File: config.mk
export PLATFORM = sky130hd
export DESIGN_NAME = telemetry_adc_sequencer
export DESIGN_NICKNAME = d
export VERILOG_FILES = /design/src/telemetry_adc_pkg.sv /design/src/telemetry_adc_sequencer.sv
export VERILOG_INCLUDE_DIRS = /design/src /design/src/src
export SDC_FILE = /design/constraint.sdc
export NUM_CORES = 1
export LEC_CHECK = 0
export ABC_AREA = 1
export BUFFER_PORTS_ARGS = -buffer_cell sky130_fd_sc_hd__buf_2
export CORE_UTILIZATION = 30
export CTS_BUF_LIST = sky130_fd_sc_hd__clkbuf_4
export CTS_CLUSTER_DIAMETER = 200
export DETAILED_ROUTE_END_ITERATION = 16
export PLACE_DENSITY = 0.6
export RECOVER_POWER = 25
export SLEW_MARGIN = 30
export SYNTH_ARGS = -nofsm -noshare
export SYNTH_HDL_FRONTEND = slang
export SYNTH_SLANG_ARGS = --single-unit
File: constraint.sdc
create_clock -name ref_clk -period 2 [get_ports ref_clk]
set_clock_uncertainty 0.15 [all_clocks]
set_input_delay 0.2 -clock ref_clk [delete_from_list [all_inputs] [get_ports ref_clk]]
set_output_delay 0.2 -clock ref_clk [all_outputs]
set_load 0.03 [all_outputs]
File: src/telemetry_adc_regs.svh
`ifndef TELEMETRY_ADC_REGS_SVH
`define TELEMETRY_ADC_REGS_SVH

// Clock rate in kHz (40 MHz)
`define REF_CLK_KHZ 40000
// First result latency in microseconds
`define FIRST_RESULT_US 3600
// Refresh period in microseconds
`define REFRESH_US 1800
// Latency and refresh period in ref_clk cycles
`define FIRST_RESULT_CYC ((`FIRST_RESULT_US * `REF_CLK_KHZ) / 1000)
`define REFRESH_CYC ((`REFRESH_US * `REF_CLK_KHZ) / 1000)
// Mid-scale code of every offset-binary result
`define ADC_MID_CODE 12'h800
// Result width
`define ADC_WIDTH 12
// Number of ports
`define NUM_PORTS 5
// Input select encodings
`define SEL_TEMP 3'h0
`define SEL_RETURN_I 3'h1
`define SEL_SUPPLY_V 3'h2
`define SEL_PORT_V 3'h3

`endif

File: src/telemetry_adc_pkg.sv
package telemetry_adc_pkg;
	// Global converter sequencing states
	typedef enum logic [1:0] {
		GADC_IDLE,
		GADC_FIRST,
		GADC_RUN
	} gadc_state_t;
	// Port power state as seen by telemetry and protection
	typedef enum logic [2:0] {
		PORT_DISABLED,
		PORT_IDLE,
		PORT_POWER_UP,
		PORT_POWER_ON,
		PORT_OVERLOAD,
		PORT_OTHER
	} port_state_t;
endpackage

File: src/telemetry_adc_sequencer.sv
`timescale 1ns/1ps
`include "telemetry_adc_regs.svh"
// Functional notes
// - Global converter samples selected input, single/continuous
// - First result 3.6ms, then every 1.8ms
// - Set new-result flag on fresh result
// - Temperature code is (T+273.15)*4+2048
// - Port converter reports only in power-up/on
// - Source current code offset-binary around 2048
// - Return current code offset-binary, 100uV steps
// - Voltage codes offset-binary, gain in continuous only
// - Close return switch to ground
// - Switch opens on trip/overcurrent, recloses after delay
// - Forced negative fault holds port in overload
// - Return breaker trip forces non-disabled ports overload
// - Return transistor on when first port idles, off on return breaker trip
module telemetry_adc_sequencer
	import telemetry_adc_pkg::*;
#(
	parameter int FIRST_CYC   = `FIRST_RESULT_CYC,
	parameter int REFRESH_CYC = `REFRESH_CYC
) (
	input  wire logic                              ref_clk,
	input  wire logic                              sys_rst,
	input  wire logic                              gadc_enable,
	input  wire logic                              gadc_continuous,
	input  wire logic                              gadc_start,
	input  wire logic                              gadc_high_gain,
	input  wire logic [2:0]                        gadc_sel,
	input  wire logic [2:0]                        gadc_port_sel,
	input  wire logic                              gadc_read_ack,
	input  wire logic [`ADC_WIDTH-1:0]             conv_sample,
	input  wire logic [`NUM_PORTS*`ADC_WIDTH-1:0]  port_conv_sample,
	input  wire logic [`NUM_PORTS*3-1:0]           port_state,
	input  wire logic                              return_breaker_trip,
	input  wire logic                              overcurrent_fault,
	input  wire logic [`NUM_PORTS-1:0]             neg_voltage_fault,
	input  wire logic                              restart_done,
	output logic [`ADC_WIDTH-1:0]                  gadc_result,
	output logic                                   gadc_new,
	output logic                                   gadc_busy,
	output logic [2:0]                             conv_mux_sel,
	output logic [2:0]                             conv_port_sel,
	output logic                                   conv_high_gain,
	output logic [`NUM_PORTS*`ADC_WIDTH-1:0]       port_source_current,
	output logic [`NUM_PORTS-1:0]                  port_result_valid,
	output logic [`NUM_PORTS-1:0]                  force_overload,
	output logic                                   sleep_return_switch_on,
	output logic                                   return_fet_on
);
	gadc_state_t  state_reg;       // Global converter state
	logic [31:0]  gcnt_reg;        // Global conversion timer
	logic [31:0]  pcnt_reg;        // Port refresh timer
	logic         start_pend_reg;  // Single-shot request waiting
	logic         prev_en_reg;     // Enable seen last cycle
	logic         gdone;           // A global result is due this cycle
	logic         pdone;           // Port results due this cycle
	logic         fault_reg;       // Return fault latched until restart
	logic         any_idle;        // Some port has reached idle or beyond

	assign gdone = (state_reg != GADC_IDLE) && (gcnt_reg == 32'h0);
	assign pdone = (pcnt_reg == 32'h0);
	assign gadc_busy = (state_reg != GADC_IDLE);

	// Input selection steers the analog mux; gain only in continuous mode
	always_ff @(posedge ref_clk) begin
		if (sys_rst) begin
			conv_mux_sel   <= `SEL_TEMP;
			conv_port_sel  <= 3'h0;
			conv_high_gain <= 1'b0;
		end else begin
			conv_mux_sel   <= gadc_sel;
			conv_port_sel  <= gadc_port_sel;
			conv_high_gain <= gadc_high_gain && gadc_continuous;
		end
	end

	// Latch single-shot requests until the sequencer accepts them
	always_ff @(posedge ref_clk) begin
		if (sys_rst) begin
			start_pend_reg <= 1'b0;
			prev_en_reg    <= 1'b0;
		end else begin
			prev_en_reg <= gadc_enable;
			if (gadc_start || (gadc_enable && !prev_en_reg)) begin
				start_pend_reg <= 1'b1;
			end else if (state_reg == GADC_IDLE) begin
				start_pend_reg <= 1'b0;
			end
		end
	end

	// Global conversion sequencer
	always_ff @(posedge ref_clk) begin
		if (sys_rst) begin
			state_reg <= GADC_IDLE;
			gcnt_reg  <= 32'h0;
		end else if (!gadc_enable) begin
			state_reg <= GADC_IDLE;
			gcnt_reg  <= 32'h0;
		end else begin
			case (state_reg)
				// Wait for a request or continuous operation
				GADC_IDLE: begin
					if (gadc_continuous || start_pend_reg) begin
						state_reg <= GADC_FIRST;
						gcnt_reg  <= 32'(FIRST_CYC - 1);
					end
				end
				// First result after the long settling time
				GADC_FIRST: begin
					if (gdone) begin
						if (gadc_continuous) begin
							state_reg <= GADC_RUN;
							gcnt_reg  <= 32'(REFRESH_CYC - 1);
						end else begin
							state_reg <= GADC_IDLE;
						end
					end else begin
						gcnt_reg <= gcnt_reg - 32'h1;
					end
				end
				// Continuous refresh
				GADC_RUN: begin
					if (!gadc_continuous && gdone) begin
						state_reg <= GADC_IDLE;
					end else if (gdone) begin
						gcnt_reg <= 32'(REFRESH_CYC - 1);
					end else begin
						gcnt_reg <= gcnt_reg - 32'h1;
					end
				end
				default: begin
					state_reg <= GADC_IDLE;
				end
			endcase
		end
	end

	// Result capture; code formats are produced offset-binary by the converter
	always_ff @(posedge ref_clk) begin
		if (sys_rst) begin
			gadc_result <= `ADC_MID_CODE;
		end else if (gdone) begin
			gadc_result <= conv_sample;
		end
	end

	// New-result flag; a fresh result beats a simultaneous read
	always_ff @(posedge ref_clk) begin
		if (sys_rst) begin
			gadc_new <= 1'b0;
		end else if (gdone) begin
			gadc_new <= 1'b1;
		end else if (gadc_read_ack) begin
			gadc_new <= 1'b0;
		end
	end

	// Free-running port refresh timer
	always_ff @(posedge ref_clk) begin
		if (sys_rst || pdone) begin
			pcnt_reg <= 32'(REFRESH_CYC - 1);
		end else begin
			pcnt_reg <= pcnt_reg - 32'h1;
		end
	end

	// Per-port source current readback
	genvar p;
	generate
		for (p = 0; p < `NUM_PORTS; p++) begin : g_port
			logic powered; // Port in power-up or powered state
			assign powered = (port_state[p*3 +: 3] == 3'(PORT_POWER_UP)) ||
				(port_state[p*3 +: 3] == 3'(PORT_POWER_ON));
			// Refresh only while powered
			always_ff @(posedge ref_clk) begin
				if (sys_rst) begin
					port_source_current[p*`ADC_WIDTH +: `ADC_WIDTH] <= `ADC_MID_CODE;
					port_result_valid[p] <= 1'b0;
				end else if (!powered) begin
					port_result_valid[p] <= 1'b0;
				end else if (pdone) begin
					port_source_current[p*`ADC_WIDTH +: `ADC_WIDTH] <=
						port_conv_sample[p*`ADC_WIDTH +: `ADC_WIDTH];
					port_result_valid[p] <= 1'b1;
				end
			end
			// Overload forcing from return-side faults
			always_ff @(posedge ref_clk) begin
				if (sys_rst) begin
					force_overload[p] <= 1'b0;
				end else begin
					force_overload[p] <= neg_voltage_fault[p] ||
						(return_breaker_trip &&
						port_state[p*3 +: 3] != 3'(PORT_DISABLED));
				end
			end
		end
	endgenerate

	// Return fault latch: held open until the restart delay expires
	always_ff @(posedge ref_clk) begin
		if (sys_rst) begin
			fault_reg <= 1'b0;
		end else if (return_breaker_trip || overcurrent_fault) begin
			fault_reg <= 1'b1;
		end else if (restart_done) begin
			fault_reg <= 1'b0;
		end
	end

	// Deep-sleep return switch to ground
	always_ff @(posedge ref_clk) begin
		if (sys_rst) begin
			sleep_return_switch_on <= 1'b1;
		end else begin
			sleep_return_switch_on <= !fault_reg &&
				!return_breaker_trip && !overcurrent_fault;
		end
	end

	// Any port out of disabled (idle or later) turns the return transistor on unless the return breaker has tripped
	always_comb begin
		any_idle = 1'b0;
		for (int i = 0; i < `NUM_PORTS; i++) begin
			if (port_state[i*3 +: 3] != 3'(PORT_DISABLED)) begin
				any_idle = 1'b1;
			end
		end
	end

	// Return-side transistor drive
	always_ff @(posedge ref_clk) begin
		if (sys_rst) begin
			return_fet_on <= 1'b0;
		end else begin
			return_fet_on <= any_idle && !return_breaker_trip;
		end
	end
endmodule

==> flow_metrics.py <==
metrics = {
    "power_and_ir_drop": {
        "leakagePower_nw": 5.112,
        "p_per_area_nw_per_um2": 630.2,
        "power_frac_seq_pct": 47.6,
        "clock_power_share_pct": 28.4,
        "pwr-share-comb_pct": 24.0,
        "swShare_pct": 34.30,
        "ir_drop_mv": 0.4017,
        "fin_total_pwr_mw": 7.008,
        "p_sw_mw": 2.404,
        "p_int_mw": 4.604,
    },
    "route": {
        "top_layer_used": "met4",
        "drc_errors": 0,
        "wl_met3_um": 1486,
        "postRouteWirelength_um": 24880,
        "drt_iter0_markers": 671,
        "via_count": 8528,
        "drt-vias-per-instance": 4.678,
        "postRouteAntennaNets": 0,
        "drt-met1-wl_um": 10620,
        "first_pass_iters": 5,
        "met2_length_um": 11910,
        "wl_per_cell_um": 13.65,
    },
    "placed_design": {
        "place_congestion": 0.8957,
        "dpl.hpwl_um": 16890,
        "place_area_sq_um": 9216,
        "portBuffers": 200,
    },
    "worst_setup_path": {
        "crit_path_start_kind": "input pin",
        "critical_path.slowest_cell": "dlygate4sd3_1",
        "worstPathCellList": "dlygate4sd3_1 -> clkbuf_1 -> a21oi_1 -> dlygate4sd3_1 -> nor2_1 -> dlygate4sd3_1",
        "path_common_cell": "dlygate4sd3_1",
        "r2r-end": "gcnt_reg[1]$_SDFFE_PP0P_",
        "critPathKind": "input pin to register",
        "cp-end-kind": "register",
        "max_stage_delay_ps": 620,
        "rr_worst_depth": 12,
        "critPathMaxFanout": 4,
        "cp.arrival_ps": 2360,
        "r2r_setup_slack_ps": 40,
        "crit_required_ps": 2320,
        "r2r-start": "gcnt_reg[0]$_SDFFE_PP0P_",
    },
    "cells_and_area": {
        "num-fill-cells": 2473,
        "drive_gt1_share_pct": 24.77,
        "syn_to_final_growth_pct": 47.25,
        "layout.nets": 1600,
        "fin_util_pct": 45.33,
        "largest_reg_flops": 60,
        "regArea_sq_um": 3237,
        "final_cell_area_sq_um": 11120,
        "multi_input_area_sq_um": 3926,
    },
    "grt": {
        "gr-total-overflow": 0,
        "grt_pass1_wl_um": 39690,
        "grt_max_degree": 44,
        "antenna_found_initial": 1,
        "grt_pass1_vias": 8116,
        "grt_usage_pct": 18.96,
    },
    "sta": {
        "period_needed_ps": 2032,
        "finalHoldViolCount": 0,
        "max_freq_ghz": 0.4922,
        "worst-slew-pin-transition_ps": 889.1,
        "finalCritPeriodShare_pct": 101.6,
        "slew_viol_final": 0,
        "slew_headroom_pct": 40.73,
        "rsz0062_at_grt": "yes",
        "setup_ws_ps": -31.50,
        "setup_violations": 1,
    },
    "die": {
        "num_rows": 57,
        "io-pin-count": 201,
        "coreArea_sq_um": 24530,
        "die_width_um": 160.7,
        "start_util_pct": 30.78,
        "dieArea_sq_um": 25810,
        "fp.dieH_um": 160.7,
    },
    "run_status": {
        "failed_checks": "negative setup slack",
        "status": "finished with violations",
    },
    "worst_hold_path": {
        "hp-start": "port_state[4]",
        "worstHoldPathCells": 6,
        "holdCritPathClass": "input pin to register",
        "min_to": "port_source_current[23]$_SDFFE_PP1P_",
    },
    "yosys": {
        "synth-seq-cells": 161,
        "syn_inst": 1114,
        "synth_area_per_cell_sq_um": 6.779,
        "synthesis.area_sq_um": 7552,
        "yosysWarnings": 0,
        "ys_seq_area_share_pct": 42.68,
        "yosysUniqueCellTypes": 37,
        "syn_nets": 1229,
    },
    "clock_network": {
        "clk_path_buf_depth": 2,
        "clock-sinks": 161,
        "ctsRootBufferMaster": "clkbuf_4",
        "cts_tree": "built",
        "clock_tree.htree_level_count": 4,
        "clock_latency_ps": 570,
        "cts_buffers": 17,
        "clk_pin_slew_ps": 160,
    },
    "run": {
        "maxCapViolations": 0,
    },
}
-- power by group through the flow --
stage                     clock network [mW]  logic [mW]  registers (mW)
final                                   1.99        1.68            3.34
after global placement                     0        1.26            3.40
after floorplan                            0       0.752            3.45
after global routing                    2.21        1.85            3.35
after CTS                               2.07        1.59            3.33
after detailed placement                   0        1.27            3.40
-- routing by layer --
layer / track usage [%] / vias to the layer above
met4: 8.225 / 0
met3: 4.726 / 69
met5: 0 / -
met1: 22.38 / 3837
met2: 32.47 / 304
li1: - / 4318
-- synth_stat cells (all sizes together) --
cell / instances / area share, %
nor2: 271 / 14
nand2: 203 / 10
dfxtp: 161 / 43
inv: 116 / 5.8
o21ai: 97 / 6.4
a21oi: 94 / 6.2
nand3: 56 / 3.8
clkbuf: 26 / 1.3
buf: 17 / 1.9
nand4: 16 / 1.6
nor3: 15 / 1.1
ha: 7 / 1.2
xor2: 7 / 0.81
o21bai: 5 / 0.50
xnor2: 5 / 0.58
nand3b: 4 / 0.40
o311ai: 3 / 0.35
nor3b: 2 / 0.20
nor4: 2 / 0.17
o211ai: 2 / 0.20
o31ai: 2 / 0.20
and3: 1 / 0.083
clkinv: 1 / 0.050
or2: 1 / 0.083
-- metrics by stage --
step	hold slack, ps	cells	worst slack (ps)	TNS [ps]
floorplan	157.0	1114	22.36	0
global placement	226.0	1656	-25.63	-33.14
detailed placement	228.8	1656	-85.20	-1048
CTS	39.99	1814	-3.843	-4.168
global route	15.10	1823	-75.84	-1140
finish	11.74	1823	-31.50	-31.50
-- worst max path at each step --
| stage | start | endpoint | slack [ps] |
|---|---|---|---|
| after floorplan | state_reg[0]$_SDFFE_PP0P_ | gcnt_reg[12]$_SDFFE_PP0P_ | 20 |
| after global placement | pcnt_reg[0]$_SDFF_PP1_ | pcnt_reg[30]$_SDFF_PP0_ | -30 |
| after detailed placement | state_reg[1]$_SDFFE_PP0P_ | gcnt_reg[19]$_SDFFE_PP0P_ | -90 |
| after CTS | pcnt_reg[0]$_SDFF_PP1_ | port_source_current[38]$_SDFFE_PP0P_ | -4 |
| after global routing | gcnt_reg[0]$_SDFFE_PP0P_ | gcnt_reg[14]$_SDFFE_PP0P_ | -80 |
| final | return_breaker_trip | force_overload[0]$_SDFF_PP0_ | -30 |
-- repair_timing --
action / CTS / global route
pin swaps: 13 / 36
gates resized for setup: 38 / 97
gates cloned: 2 / 1
hold endpoints to repair: 97 / 3
setup endpoints to repair: 37 / 115
hold buffers: 111 / 2
buffers inserted: 13 / 7
-- layout make-up --
class / instances / area share [%]
sequential: 161 / 29.11
inverter: 117 / 4.140
multi-input combinational: 793 / 35.31
clock buffer: 17 / 1.148
clock inverter: 15 / 1.406
timing repair buffer: 395 / 25.22
tap: 324 / 3.645
antenna: 1 / 0.02250
-- critical path, delay by kind of cell --
| family | cells | cell delay, ps |
|---|---|---|
| buf+inv | 4 | 1860 |
| compound gates | 1 | 240 |
| simple gates | 1 | 50 |
-- kinds of logic (layout without fill, tap and decap cells) --
kind of cell	count (synthesis)	in the layout	share of synthesized area, %
flip-flops	161	161	42.68
buffers and inverters	160	544	8.996
XOR/XNOR	12	12	1.392
AO/OA/AOI/OAI	203	203	13.90
other	0	1	0
AND/OR/NAND/NOR	571	571	31.88
adder cells (fa/ha/maj)	7	7	1.160
-- layout by cell type, fill, tap and decap left out, drive strengths merged, types with 56 or more instances in the layout --
cell | synthesis | final
a21oi | 94 | 94
inv | 116 | 125
dlygate4sd3 | 0 | 113
clkbuf | 26 | 64
nor2 | 271 | 271
dfxtp | 161 | 161
nand3 | 56 | 56
o21ai | 97 | 97
nand2 | 203 | 203
buf | 17 | 235
(Power assumes the default switching activity.)
